[src/rtl/inquiry_regs.svh]
// constants shared by the target and initiator ends of the inquiry link
// assumes byte-wide link transfers and a 32-bit wishbone on the initiator
`ifndef INQUIRY_REGS_SVH
`define INQUIRY_REGS_SVH
`define OP_INQUIRY 8'h12
`define OP_FORMAT 8'h04
`define CDB_LEN 3'h6
`define DLF_PHYS 3'h5
`define FMT_DATA_BIT 4
`define VPD_SEL_BIT 0
`define PRIMARY_LIST_DISREGARD_BIT 6
`define HDR_LEN 16'h0004
`define PERIPH_BYTE0 8'h00
`define STD_LEN 16'h00a4
`define STD_PART_LEN 16'h0024
`define STD_ADDL 8'h9f
`define VPD_LIST 8'h00
`define VPD_VAR 8'h03
`define VPD_SERIAL 8'h80
`define VPD_LIST_LEN 16'h0007
`define VPD_VAR_LEN 16'h0008
`define VPD_SERIAL_LEN 16'h000c
`define SK_ILLEGAL 4'h5
`define SK_UA 4'h6
`define ASC_BAD_CDB 8'h24
`define ASC_BAD_PARAM 8'h26
`define ASC_UA 8'h29
`define REG_CTRL 8'h00
`define REG_CDB_LO 8'h04
`define REG_CDB_HI 8'h08
`define REG_PLEN 8'h0c
`define REG_STATUS 8'h10
`define REG_RXCNT 8'h14
`define REG_RX_BASE 8'h40
`define REG_PAR_BASE 8'h80
`endif

[src/rtl/inquiry_pkg.sv]
// state types for both ends of the inquiry link
// assumes nothing beyond a SystemVerilog package scope
`default_nettype none
package inquiry_pkg;
	typedef enum logic [5:0] {
		TS_CMD = 6'b000001,
		TS_DECODE = 6'b000010,
		TS_DATAIN = 6'b000100,
		TS_DOUT = 6'b001000,
		TS_CHECK = 6'b010000,
		TS_STATUS = 6'b100000
	} target_state_t;
	typedef enum logic [3:0] {
		HS_IDLE = 4'b0001,
		HS_CMD = 4'b0010,
		HS_DOUT = 4'b0100,
		HS_WAIT = 4'b1000
	} host_state_t;
endpackage : inquiry_pkg
`default_nettype wire

[src/rtl/inquiry_link_if.sv]
// byte link between an initiator and a storage target
// assumes both ends share one clock; h_data transfers on h_valid and d_ready high, d_data on d_valid alone
`default_nettype none
interface inquiry_link_if (
	input wire logic clk
);
	logic h_valid;
	logic [7:0] h_data;
	logic d_ready;
	logic d_valid;
	logic [7:0] d_data;
	logic s_valid;
	logic s_check;
	logic [3:0] s_key;
	logic [7:0] s_asc;
	modport target (input h_valid, h_data, output d_ready, d_valid, d_data,
		s_valid, s_check, s_key, s_asc);
	modport initiator (output h_valid, h_data, input d_ready, d_valid, d_data,
		s_valid, s_check, s_key, s_asc);
endinterface : inquiry_link_if
`default_nettype wire

[src/rtl/inquiry_target.sv]
// storage target end: inquiry execution and physical-sector defect parsing
// assumes the initiator takes every data-in byte in the cycle it is shown
//
// Behaviour
// - physical descriptor: 3 cylinder, 1 head, 4 sector
// - each descriptor names one defective sector
// - skip primary-list match when disregard bit set (code checks the primary list only when the bit is set)
// - opcode 12h is inquiry
// - byte1 bit0 vital select, byte2 page code
// - select clear, page zero: standard data
// - select clear, page nonzero: invalid field CDB
// - select set: return requested vital page
// - bytes 3-4 hold allocation length
// - zero allocation length sends no data
// - send smaller of available and allocation length
// - inquiry runs, pending unit attention kept
// - inquiry executed directly, never queued
// - data fixed except microcode revision level
// - vital page 3 contents may vary
// - media unavailable gives incomplete data
// - first byte same for every page
// - qualifier zero, device type direct access
// - character fields hold ASCII codes
// - bad descriptor location: invalid field parameter list
//
// The register addresses and the Wishbone interface to the registers were chosen for this implementation.
`include "inquiry_regs.svh"
`default_nettype none
module inquiry_target #(
	parameter int PLIST_DEPTH = 8,
	parameter logic [63:0] VENDOR_ID = 64'h56454e444f522020, // arbitrary
	parameter logic [127:0] PRODUCT_ID = {32'h4449534b, {12{8'h20}}}, // arbitrary
	parameter logic [63:0] SERIAL_NO = 64'h3030303030303031 // arbitrary
) (
	// clock and reset
	input wire logic i_clk_sys,
	input wire logic i_reset,
	// link to initiator
	inquiry_link_if.target link,
	// device context
	input wire logic i_media_ready,
	input wire logic [31:0] i_revision,
	input wire logic [31:0] i_vpd3_word,
	input wire logic i_unit_attention,
	// primary defect list load and geometry
	input wire logic i_plist_we,
	input wire logic [$clog2(PLIST_DEPTH)-1:0] i_plist_idx,
	input wire logic [63:0] i_plist_entry,
	input wire logic [23:0] i_max_cyl,
	input wire logic [7:0] i_max_head,
	input wire logic [31:0] i_max_sector,
	// grown list, command queue and attention
	output logic o_glist_add,
	output logic [63:0] o_defect,
	output logic o_queue_push,
	output logic [7:0] o_queue_opcode,
	output logic o_ua_clear
);
	inquiry_pkg::target_state_t state, next_state;
	logic [7:0] cdb [0:5];
	logic [2:0] ccnt;
	logic [15:0] idx;
	logic [15:0] xfer_len, next_len, avail, alloc_len;
	logic [15:0] pcnt, plen;
	logic primary_list_disregard;
	logic [63:0] desc;
	logic [63:0] plist [0:PLIST_DEPTH-1];
	logic [PLIST_DEPTH-1:0] plist_ok;
	logic plist_hit, desc_ok, take, vpd_sel, page_ok, set_err;
	logic [3:0] next_key;
	logic [7:0] next_asc, page;

	assign take = link.h_valid && link.d_ready;
	assign vpd_sel = cdb[1][`VPD_SEL_BIT];
	assign page = cdb[2];
	assign alloc_len = {cdb[3], cdb[4]};
	assign desc_ok = desc[63:40] <= i_max_cyl && desc[39:32] <= i_max_head
		&& desc[31:0] <= i_max_sector;

	// inquiry response bytes; revision is live so a microcode load shows up
	function automatic logic [7:0] resp_byte(input logic [15:0] i);
		logic [7:0] b;
		logic [63:0] s;
		logic [127:0] p;
		b = 8'h00;
		s = SERIAL_NO << {i[2:0] ^ 3'h4, 3'h0};
		p = PRODUCT_ID << {i[3:0], 3'h0};
		if (i == 16'h0000) begin
			b = `PERIPH_BYTE0;
		end else if (!vpd_sel) begin
			unique case (1'b1)
				i == 16'h0002: b = 8'h06;
				i == 16'h0003: b = 8'h12;
				i == 16'h0004: b = `STD_ADDL;
				i == 16'h0005: b = 8'h01;
				i == 16'h0006: b = 8'h10;
				i == 16'h0007: b = 8'h02;
				i >= 16'h0008 && i <= 16'h000f: b = VENDOR_ID[8*(15-i[3:0]) +: 8];
				i >= 16'h0010 && i <= 16'h001f: b = p[127:120];
				i >= 16'h0020 && i <= 16'h0023: b = i_revision[8*(3-i[1:0]) +: 8];
				i >= 16'h0024 && i <= 16'h002b: b = s[63:56];
				i >= 16'h0060 && i <= 16'h0091: b = 8'h20;
				default: b = 8'h00;
			endcase
		end else if (i == 16'h0001) begin
			b = page;
		end else if (i == 16'h0003) begin
			b = 8'(avail - `HDR_LEN);
		end else if (i >= `HDR_LEN) begin
			unique case (page)
				`VPD_LIST: b = i[1:0] == 2'h0 ? `VPD_LIST : (i[1:0] == 2'h1 ? `VPD_VAR : `VPD_SERIAL);
				`VPD_VAR: b = i_vpd3_word[8*(3-i[1:0]) +: 8];
				default: b = s[63:56];
			endcase
		end
		return b;
	endfunction : resp_byte

	always_comb begin
		page_ok = page == `VPD_LIST || page == `VPD_VAR || page == `VPD_SERIAL;
		if (!vpd_sel) begin
			avail = i_media_ready ? `STD_LEN : `STD_PART_LEN;
		end else begin
			unique case (page)
				`VPD_LIST: avail = `VPD_LIST_LEN;
				`VPD_VAR: avail = `VPD_VAR_LEN;
				default: avail = `VPD_SERIAL_LEN;
			endcase
		end
		next_len = alloc_len < avail ? alloc_len : avail;
	end

	assign plist_hit = |plist_ok && primary_list_disregard;

	always_comb begin
		next_state = state;
		set_err = 1'b0;
		next_key = `SK_ILLEGAL;
		next_asc = `ASC_BAD_CDB;
		unique case (state)
			inquiry_pkg::TS_CMD: begin
				if (take && ccnt == `CDB_LEN - 3'h1) next_state = inquiry_pkg::TS_DECODE;
			end
			inquiry_pkg::TS_DECODE: begin
				next_state = inquiry_pkg::TS_STATUS;
				if (cdb[0] == `OP_INQUIRY) begin
					if ((!vpd_sel && page != 8'h00) || (vpd_sel && !page_ok)) begin
						set_err = 1'b1;
					end else if (next_len != 16'h0000) begin
						next_state = inquiry_pkg::TS_DATAIN;
					end
				end else if (cdb[0] == `OP_FORMAT && cdb[1][`FMT_DATA_BIT]) begin
					if (cdb[1][2:0] != `DLF_PHYS) set_err = 1'b1;
					else next_state = inquiry_pkg::TS_DOUT;
				end else if (cdb[0] != `OP_FORMAT && i_unit_attention) begin
					set_err = 1'b1;
					next_key = `SK_UA;
					next_asc = `ASC_UA;
				end
			end
			inquiry_pkg::TS_DATAIN: begin
				if (idx == xfer_len - 16'h0001) next_state = inquiry_pkg::TS_STATUS;
			end
			inquiry_pkg::TS_DOUT: begin
				next_asc = `ASC_BAD_PARAM;
				if (take && pcnt == `HDR_LEN - 16'h0001) begin
					if (link.h_data[2:0] != 3'h0) set_err = 1'b1;
					if ({plen[15:8], link.h_data} == 16'h0000 || link.h_data[2:0] != 3'h0)
						next_state = inquiry_pkg::TS_STATUS;
				end else if (take && pcnt >= `HDR_LEN && pcnt[2:0] == 3'h3) begin
					next_state = inquiry_pkg::TS_CHECK;
				end
			end
			inquiry_pkg::TS_CHECK: begin
				next_asc = `ASC_BAD_PARAM;
				next_state = inquiry_pkg::TS_DOUT;
				if (!desc_ok) set_err = 1'b1;
				if (!desc_ok || pcnt == `HDR_LEN + plen) next_state = inquiry_pkg::TS_STATUS;
			end
			inquiry_pkg::TS_STATUS: next_state = inquiry_pkg::TS_CMD;
			default: next_state = inquiry_pkg::TS_CMD;
		endcase
		if (set_err) next_state = inquiry_pkg::TS_STATUS;
	end

	always_ff @(posedge i_clk_sys) begin
		if (i_reset) state <= inquiry_pkg::TS_CMD;
		else state <= next_state;
	end

	always_ff @(posedge i_clk_sys) begin
		if (i_reset) begin
			ccnt <= 3'h0;
		end else if (state == inquiry_pkg::TS_CMD && take) begin
			cdb[ccnt] <= link.h_data;
			ccnt <= ccnt == `CDB_LEN - 3'h1 ? 3'h0 : ccnt + 3'h1;
		end
	end

	// parameter data: header then eight-byte descriptors, msb first
	always_ff @(posedge i_clk_sys) begin
		if (i_reset || state == inquiry_pkg::TS_DECODE) begin
			pcnt <= 16'h0000;
			plen <= 16'h0000;
			primary_list_disregard <= 1'b0;
		end else if (state == inquiry_pkg::TS_DOUT && take) begin
			pcnt <= pcnt + 16'h0001;
			if (pcnt == 16'h0001) primary_list_disregard <= link.h_data[`PRIMARY_LIST_DISREGARD_BIT];
			if (pcnt == 16'h0002) plen[15:8] <= link.h_data;
			if (pcnt == 16'h0003) plen[7:0] <= link.h_data;
			if (pcnt >= `HDR_LEN) desc <= {desc[55:0], link.h_data};
		end
	end

	generate
		for (genvar g = 0; g < PLIST_DEPTH; g++) begin : g_plist
			assign plist_ok[g] = plist[g] == desc;
		end
	endgenerate

	always_ff @(posedge i_clk_sys) begin
		if (i_reset) begin
			for (int k = 0; k < PLIST_DEPTH; k++) plist[k] <= {64{1'b1}};
		end else if (i_plist_we) begin
			plist[i_plist_idx] <= i_plist_entry;
		end
	end

	always_ff @(posedge i_clk_sys) begin
		if (i_reset) begin
			o_glist_add <= 1'b0;
			o_defect <= 64'h0;
		end else begin
			o_glist_add <= state == inquiry_pkg::TS_CHECK && desc_ok && !plist_hit;
			if (state == inquiry_pkg::TS_CHECK) o_defect <= desc;
		end
	end

	// only non-inquiry commands touch the queue or the pending attention
	always_ff @(posedge i_clk_sys) begin
		if (i_reset) begin
			o_queue_push <= 1'b0;
			o_queue_opcode <= 8'h00;
			o_ua_clear <= 1'b0;
		end else begin
			o_queue_push <= state == inquiry_pkg::TS_DECODE && cdb[0] != `OP_INQUIRY
				&& cdb[0] != `OP_FORMAT && !i_unit_attention;
			o_ua_clear <= state == inquiry_pkg::TS_DECODE && cdb[0] != `OP_INQUIRY
				&& cdb[0] != `OP_FORMAT && i_unit_attention;
			if (state == inquiry_pkg::TS_DECODE) o_queue_opcode <= cdb[0];
		end
	end

	always_ff @(posedge i_clk_sys) begin
		if (i_reset) begin
			idx <= 16'h0000;
			xfer_len <= 16'h0000;
			link.d_valid <= 1'b0;
			link.d_data <= 8'h00;
		end else begin
			link.d_valid <= state == inquiry_pkg::TS_DATAIN;
			if (state == inquiry_pkg::TS_DECODE) begin
				idx <= 16'h0000;
				xfer_len <= next_len;
			end else if (state == inquiry_pkg::TS_DATAIN) begin
				link.d_data <= resp_byte(idx);
				idx <= idx + 16'h0001;
			end
		end
	end

	always_ff @(posedge i_clk_sys) begin
		if (i_reset) begin
			link.d_ready <= 1'b0;
			link.s_valid <= 1'b0;
			link.s_check <= 1'b0;
			link.s_key <= 4'h0;
			link.s_asc <= 8'h00;
		end else begin
			// low while status shows, so a stale parameter byte is never taken as a command
			link.d_ready <= (next_state == inquiry_pkg::TS_CMD && state != inquiry_pkg::TS_STATUS)
				|| next_state == inquiry_pkg::TS_DOUT;
			link.s_valid <= state == inquiry_pkg::TS_STATUS;
			if (state == inquiry_pkg::TS_DECODE) begin
				link.s_check <= 1'b0;
				link.s_key <= 4'h0;
				link.s_asc <= 8'h00;
			end
			if (set_err) begin
				link.s_check <= 1'b1;
				link.s_key <= next_key;
				link.s_asc <= next_asc;
			end
		end
	end
endmodule : inquiry_target
`default_nettype wire

[src/flat_wrapper.sv]
// flat-port wrapper written by rule: the top's interface ports become plain ports
module inquiry_target_flat 
#(
	parameter int PLIST_DEPTH = 8,
	parameter logic [63:0] VENDOR_ID = 64'h56454e444f522020,             
	parameter logic [127:0] PRODUCT_ID = {32'h4449534b, {12{8'h20}}},             
	parameter logic [63:0] SERIAL_NO = 64'h3030303030303031             
)
  (i_clk_sys, i_reset, i_media_ready, i_revision, i_vpd3_word, i_unit_attention, i_plist_we, i_plist_idx, i_plist_entry, i_max_cyl, i_max_head, i_max_sector, o_glist_add, o_defect, o_queue_push, o_queue_opcode, o_ua_clear, clk, link_h_valid, link_h_data, link_d_ready, link_d_valid, link_d_data, link_s_valid, link_s_check, link_s_key, link_s_asc);
  inquiry_link_if link_i (.clk(clk));
  input wire logic i_clk_sys;
  input wire logic i_reset;
  input wire logic i_media_ready;
  input wire logic [31:0] i_revision;
  input wire logic [31:0] i_vpd3_word;
  input wire logic i_unit_attention;
  input wire logic i_plist_we;
  input wire logic [$clog2(PLIST_DEPTH)-1:0] i_plist_idx;
  input wire logic [63:0] i_plist_entry;
  input wire logic [23:0] i_max_cyl;
  input wire logic [7:0] i_max_head;
  input wire logic [31:0] i_max_sector;
  output logic o_glist_add;
  output logic [63:0] o_defect;
  output logic o_queue_push;
  output logic [7:0] o_queue_opcode;
  output logic o_ua_clear;
  input wire logic clk;
  input wire logic [$bits(link_i.h_valid)-1:0] link_h_valid;
  input wire logic [$bits(link_i.h_data)-1:0] link_h_data;
  output wire logic [$bits(link_i.d_ready)-1:0] link_d_ready;
  output wire logic [$bits(link_i.d_valid)-1:0] link_d_valid;
  output wire logic [$bits(link_i.d_data)-1:0] link_d_data;
  output wire logic [$bits(link_i.s_valid)-1:0] link_s_valid;
  output wire logic [$bits(link_i.s_check)-1:0] link_s_check;
  output wire logic [$bits(link_i.s_key)-1:0] link_s_key;
  output wire logic [$bits(link_i.s_asc)-1:0] link_s_asc;
  assign link_i.h_valid = link_h_valid;
  assign link_i.h_data = link_h_data;
  assign link_d_ready = link_i.d_ready;
  assign link_d_valid = link_i.d_valid;
  assign link_d_data = link_i.d_data;
  assign link_s_valid = link_i.s_valid;
  assign link_s_check = link_i.s_check;
  assign link_s_key = link_i.s_key;
  assign link_s_asc = link_i.s_asc;
  inquiry_target #(.PLIST_DEPTH(PLIST_DEPTH), .VENDOR_ID(VENDOR_ID), .PRODUCT_ID(PRODUCT_ID), .SERIAL_NO(SERIAL_NO)) u_core (.i_clk_sys(i_clk_sys), .i_reset(i_reset), .link(link_i), .i_media_ready(i_media_ready), .i_revision(i_revision), .i_vpd3_word(i_vpd3_word), .i_unit_attention(i_unit_attention), .i_plist_we(i_plist_we), .i_plist_idx(i_plist_idx), .i_plist_entry(i_plist_entry), .i_max_cyl(i_max_cyl), .i_max_head(i_max_head), .i_max_sector(i_max_sector), .o_glist_add(o_glist_add), .o_defect(o_defect), .o_queue_push(o_queue_push), .o_queue_opcode(o_queue_opcode), .o_ua_clear(o_ua_clear));
endmodule
[config.mk]
export PLATFORM = sky130hd
export DESIGN_NAME = inquiry_target_flat
export DESIGN_NICKNAME = d
export VERILOG_FILES = /design/src/rtl/inquiry_pkg.sv /design/src/rtl/inquiry_link_if.sv /design/src/rtl/inquiry_target.sv /design/src/flat_wrapper.sv
export VERILOG_INCLUDE_DIRS = /design/src /design/src/rtl
export SDC_FILE = /design/constraint.sdc
export NUM_CORES = 2
export LEC_CHECK = 0
export ABC_AREA = 1
export ABC_CLOCK_PERIOD_IN_PS = 8100
export BUFFER_PORTS_ARGS = -buffer_cell sky130_fd_sc_hd__buf_2
export CAP_MARGIN = 10
export CORE_MARGIN = 3
export CORE_UTILIZATION = 30
export DETAILED_ROUTE_END_ITERATION = 6
export SYNTH_ARGS = -nofsm -noshare
export SYNTH_HDL_FRONTEND = slang
export SYNTH_SLANG_ARGS = --single-unit
[constraint.sdc]
create_clock -name i_clk_sys -period 8.1 [get_ports i_clk_sys]
set_clock_uncertainty 0.15 [all_clocks]
set_input_delay 0.81 -clock i_clk_sys [delete_from_list [all_inputs] [get_ports i_clk_sys]]
set_output_delay 0.81 -clock i_clk_sys [all_outputs]
set_load 0.01 [all_outputs]
### After elaboration in Yosys (flattened, before gate mapping)

Memory sizes are Yosys's and may differ from the RTL's.
Cells that the tools add are included.

* register bits after elaboration: 237
* RAM bits: 560
* bits of input ports: 210
* output and inout bits: 99
* word-level logic and storage cells: 210
* memories: 2

* add/sub/neg operators: 8
* order comparisons: 16
* equal/unequal tests: 39
* shift operators: 5
* muxes and demuxes: 61
* bitwise operators: 3
* reduce and logical (&&, ||, !) cells: 55

Memory list
* u_core.plist: words 8, bits a word 64, read ports 8, clocked after memory_dff 0, wr ports 8, line inquiry_target.sv:67 `logic [63:0] plist [0:PLIST_DEPTH-1];`
* u_core.cdb: words 6, bits a word 8, read ports 5, clocked after memory_dff 0, wr ports 1, line inquiry_target.sv:60 `logic [7:0] cdb [0:5];`

Operators by type and width (count)
* $eq A64 B64 Y1: 8
* $shl A127 B7 Y128 const A: 1
* $mux W8: 13
* $pmux W8 S11: 1
* $mux W6: 12
* $shiftx A32 B33 Y8: 2
* $eq A16 B2 Y1 const B: 4
* $eq A16 B3 Y1 const B: 4
* $mux W64: 1
* $reduce_or A64 Y1: 1
* $shiftx A64 B33 Y8 const A: 1
* $shl A62 B6 Y64 const A: 1
* $add A16 B1 Y16 const B: 2
* $eq A16 B1 Y1 const B: 2
* $eq A16 B16 Y1: 2
* $ge A16 B3 Y1 const B: 2
* $ge A16 B6 Y1 const B: 2
* $le A16 B6 Y1 const B: 2
* $le A32 B32 Y1: 1
* $logic_not A16 Y1: 2
* $pmux W8 S2: 2
* $pmux W6 S5: 1
* $logic_and A1 B1 Y1: 26
* $le A24 B24 Y1: 1
* other kinds (51): 93

### Depth between registers and ports, before layout

An unclocked memory read counts as a cell.

* depth after elaboration: 15
* depth in mapped cells: 21
* mapped depth without buffers: 21

### Least setup slack after synthesis

No wires, ideal clock.

* path type: in2reg
* start: input i_reset
* end: memory u_core.plist[0][0], enable pin
* library setup time: 0.575 ns
* arrival time: 5.729 ns
* data required time: 7.375 ns
* setup slack: 1.647 ns
* stages: 5
* path buffers: 0
* path through: clkinv_1 nand2_1 nor2_1 clkinv_1 o21ai_0

RTL lines
* start: declaration: line flat_wrapper.sv:12 `input wire logic i_reset;`
* end: declaration: line inquiry_target.sv:67

### Final worst setup path

* start: register u_core.state[1]
* end: register u_core.o_glist_add

* word-level cells in the longest chain between the ends: 3

Ends and longest elaborated chain
* start: declaration: line inquiry_target.sv:59 `inquiry_pkg::target_state_t state, next_state;`
* start signal: assignment: line inquiry_target.sv:187 `if (i_reset) state <= inquiry_pkg::TS_CMD;`
* start signal: assignment: line inquiry_target.sv:188 `else state <= next_state;`
* $eq A6 B5 Y1: line inquiry_target.sv:234 `o_glist_add <= state == inquiry_pkg::TS_CHECK && desc_ok && !plist_hit;`
* $logic_and A1 B1 Y1 (2 in series): line inquiry_target.sv:234
* end signal: assignment: line inquiry_target.sv:234
* end: declaration: line inquiry_target.sv:53 `output logic o_glist_add,`

Every way passes these cells.
A chain may end at the register's enable or synchronous reset.

==> impl_metrics.csv <==
group,metric,value,unit
synth,synth_top_area_share,48.5,%
global_routing,grt_pass1_vias,26495,
synth,synth_area_leaders,"edfxtp_1 (49%), dfxtp_1 (8.8%), nand2_1 (8.2%)",
clock_tree,clk_pin_slew,0.06,ns
critical_path,cp_cell_sequence,"inv_1 -> nand2_1 -> nor2_1 -> nand3_2 -> inv_4 -> buf_4 -> nand4_1 -> a21oi_1",
sta,fmax,254,MHz
layout,area_growth,16.6,%
clock_tree,clock_latency,0.66,ns
floorplanning,die_x,361,µm
power_and_ir_drop,max-vdd-ir-drop,160,µV
critical_path,end_kind,"flip-flop",
synth,synth_edf_count,612,
clock_tree,cts_setup_buffers,0,
global_routing,grt_max_degree,90,
critical_path,rrSetupSlack,4.17,ns
synth,yosysTopAreaCell,"edfxtp_1",
critical_path,cpPeakStageDelay,0.81,ns
critical_path,r2r_end,"u_core.o_glist_add$_SDFF_PP0_",
critical_path,rr_worst_depth,8,
hold_path,hold_path_class,"in2reg",
synth,synth_seq_cells,778,
power_and_ir_drop,power-per-cell-area,208,mW/mm²
flow_run,cap_violations,0,
clock_tree,cts.sinks,778,
route,drtIter0Drc,2698,
clock_tree,cts-root-buf,"clkbuf_16",
floorplanning,die_h,361,µm
critical_path,critical_path.max_fanout,89,
synth,postSynth.asyncResetShare,0,%
place,placed_cells,5578,
route,wl_per_cell,19.6,µm
hold_path,hold_depth,2,
hold_path,min_to,"u_core.o_queue_push$_SDFF_PP0_",
floorplanning,pin_count,309,
global_routing,grt_pass1_wl,167,mm
clock_tree,htree_levels,3,
critical_path,crit_path_start_kind,"flip-flop",
critical_path,r2r_start,"u_core.state[1]$_SDFF_PP0_",
global_routing,grt.overflow.total,0,
route,drtPass1Iterations,6,
sta,hold_violations,0,
sta,slew_headroom,23.8,%
synth,synth_commonest_cells,"nand2_1 (829), edfxtp_1 (612), inv_1 (342)",
clock_tree,cts_tree,"done",
synth,synth_flop_cell,"edfxtp_1",
synth,synthMostInstantiatedCell,"nand2_1",
route,final_antenna_net_count,0,
sta,rsz0062_at_grt,"false",
floorplanning,start_util,30.4,%
sta,setup_viol,0,
sta,setup_tns,0,ns
layout,fin_cells,5749,
synth,synthCells,3775,
power_and_ir_drop,leakage,16.4,nW
clock_tree,cts_made_buffers,89,
sta,slew_violations,0,
clock_tree,clockBufferDepth,3,
floorplanning,core_area,0.124,mm²
floorplanning,die_area,0.130,mm²
critical_path,slowest_stage,"buf_4",
critical_path,critPathArrivalTime,4.27,ns
global_routing,grt.total_usage,16.9,%
layout,drive_above_1_share,14.2,%
place,gp_congestion,0.842,
route,wl,112,mm
place,port_buffers,303,
hold_path,min-delay-start,"i_unit_attention",
sta,fin_crit_sh,48.5,%
critical_path,cp_data_required_time,8.44,ns
floorplanning,rows,129,
global_routing,antenna_found_initial,23,
clock_tree,cts_hold_buf,0,
synth,syn_area_per_cell,10.0,µm²
place,dp_hpwl,77.2,mm
route,vias_per_cell,4.79,
run_status,status,"complete, no violations",
sta,tightestPinTransition,1.13,ns
synth,yosysSeqAreaShare,57.3,%
route,num_vias,27515,
layout,fillers,12330,
clock_tree,cts_resized,0,
synth,yosysUniqueCellTypes,57,
synth,ys_warn_count,0,
critical_path,crit_type,"reg2reg",
route,drcViolationCount,0,
sta,layout_min_cycle_time,3.93,ns
synth,mappedNetlistArea,0.0379,mm²
layout,fin_nets,4326,
[state kept, by name (all words and copies together), names as in the netlist, 6 cells and up]
signal                 count
u_core.plist             512
u_core.cdb                36
u_core.idx                16
u_core.o_queue_opcode      8
u_core.xfer_len           16
u_core.state               6
u_core.o_defect           64
u_core.plen               16
u_core.pcnt               16
u_core.desc               64
u_core.link.d_data         8
[worst max-delay path, delay by kind of cell, from the launching register on]
kind / cells / cell delay (ns)
AO/OA/AOI/OAI: 1 / 0.62
buffers and inverters: 3 / 1.46
AND/OR/NAND/NOR: 4 / 1.18
flip-flops: 1 / 0.31
[cell usage in the layout (no fill, tap or decap), types with 7 or more instances in the layout]
| cell type | n |
|---|---|
| clkinv_1 | 12 |
| nand3_1 | 98 |
| ha_1 | 84 |
| a21oi_1 | 151 |
| diode_2 | 8 |
| a31oi_1 | 7 |
| nand4_1 | 103 |
| clkinv_2 | 13 |
| nor2_4 | 9 |
| o21ai_0 | 157 |
| xnor2_1 | 325 |
| bufinv_16 | 12 |
| nor3_1 | 44 |
| edfxtp_1 | 612 |
| o211ai_1 | 10 |
| o21ai_4 | 8 |
| clkbuf_1 | 18 |
| o2111ai_1 | 14 |
| or2_2 | 58 |
| buf_2 | 303 |
| xor2_1 | 157 |
| o22ai_1 | 16 |
| a211oi_1 | 12 |
| buf_4 | 35 |
| nor4_1 | 59 |
| inv_1 | 341 |
| dfxtp_1 | 166 |
| nor2_1 | 276 |
| clkbuf_16 | 91 |
| nand2_1 | 829 |
[cell type report]
class | instances | area [µm²] | area share (%)
Antenna cell | 8 | 20.0 | 0.0454
Clock buffer | 114 | 2410 | 5.47
Multi-Input combinational cell | 2476 | 14200 | 32.3
Inverter | 349 | 1320 | 2.98
Clock inverter | 49 | 611 | 1.38
Timing Repair Buffer | 338 | 1780 | 4.03
Sequential cell | 778 | 21700 | 49.2
Tap cell | 1637 | 2050 | 4.64
[worst max path at each step]
stage / startpoint / endpoint / slack, ns / cells past startpoint
6_report: u_core.state[1]$_SDFF_PP0_ / u_core.o_glist_add$_SDFF_PP0_ / 4.17 / 8
5_1_grt: u_core.state[1]$_SDFF_PP0_ / u_core.o_glist_add$_SDFF_PP0_ / 3.91 / 8
4_1_cts: u_core.desc[35]$_DFFE_PP_ / u_core.o_glist_add$_SDFF_PP0_ / 4.08 / 8
3_5_place_dp: i_reset / u_core.plist[1][44]$_SDFFCE_PN1P_ / 3.91 / 5
3_3_place_gp: i_reset / u_core.plist[1][44]$_SDFFCE_PN1P_ / 3.96 / 5
2_1_floorplan: i_reset / u_core.plist[0][0]$_SDFFCE_PN1P_ / 1.65 / 5
[per-stage QoR]
stage | setup WS (ns) | hold WS (ns) | power, mW | utilization [%] | area [µm²]
floorplan | 1.65 | 0.259 | 4.91 | - | 37900
global placement | 3.96 | 0.280 | 5.09 | 33.0 | 41100
detailed placement | 3.91 | 0.285 | 5.11 | 33.0 | 41100
CTS | 4.08 | 0.156 | 9.27 | 35.4 | 44100
global route | 3.91 | 0.190 | 9.50 | 35.4 | 44100
finish | 4.17 | 0.213 | 9.19 | 35.5 | 44100
[report_power, final]
part	leakage (nW)	internal, mW	switching (mW)
Combinational	7.58	0.168	0.307
Clock	1.47	2.50	1.68
Sequential	7.37	4.47	0.0717
Total	16.4	7.14	2.06
[routing by layer]
| layer | part of all wire, % | GRT usage (%) |
|---|---|---|
| met1 | 45 | 23.9 |
| met2 | 44 | 26.1 |
| met3 | 8.0 | 3.25 |
| met4 | 2.4 | 5.07 |
| met5 | 0.073 | 0 |
[logic make-up (layout without fill, tap and decap cells)]
logic type | after synthesis | after routing | synth area share (%)
DFF | 778 | 778 | 57.3
AOI/OAI and AO/OA | 395 | 395 | 5.73
xor gates and xnor gates | 482 | 482 | 11.2
adders and majority gates | 84 | 84 | 2.78
buffers and inverters | 524 | 850 | 5.53
other | 1 | 12 | 0.00990
and+or+nand+nor | 1511 | 1511 | 17.5
No activity file was read; power rests on OpenSTA's default activity.
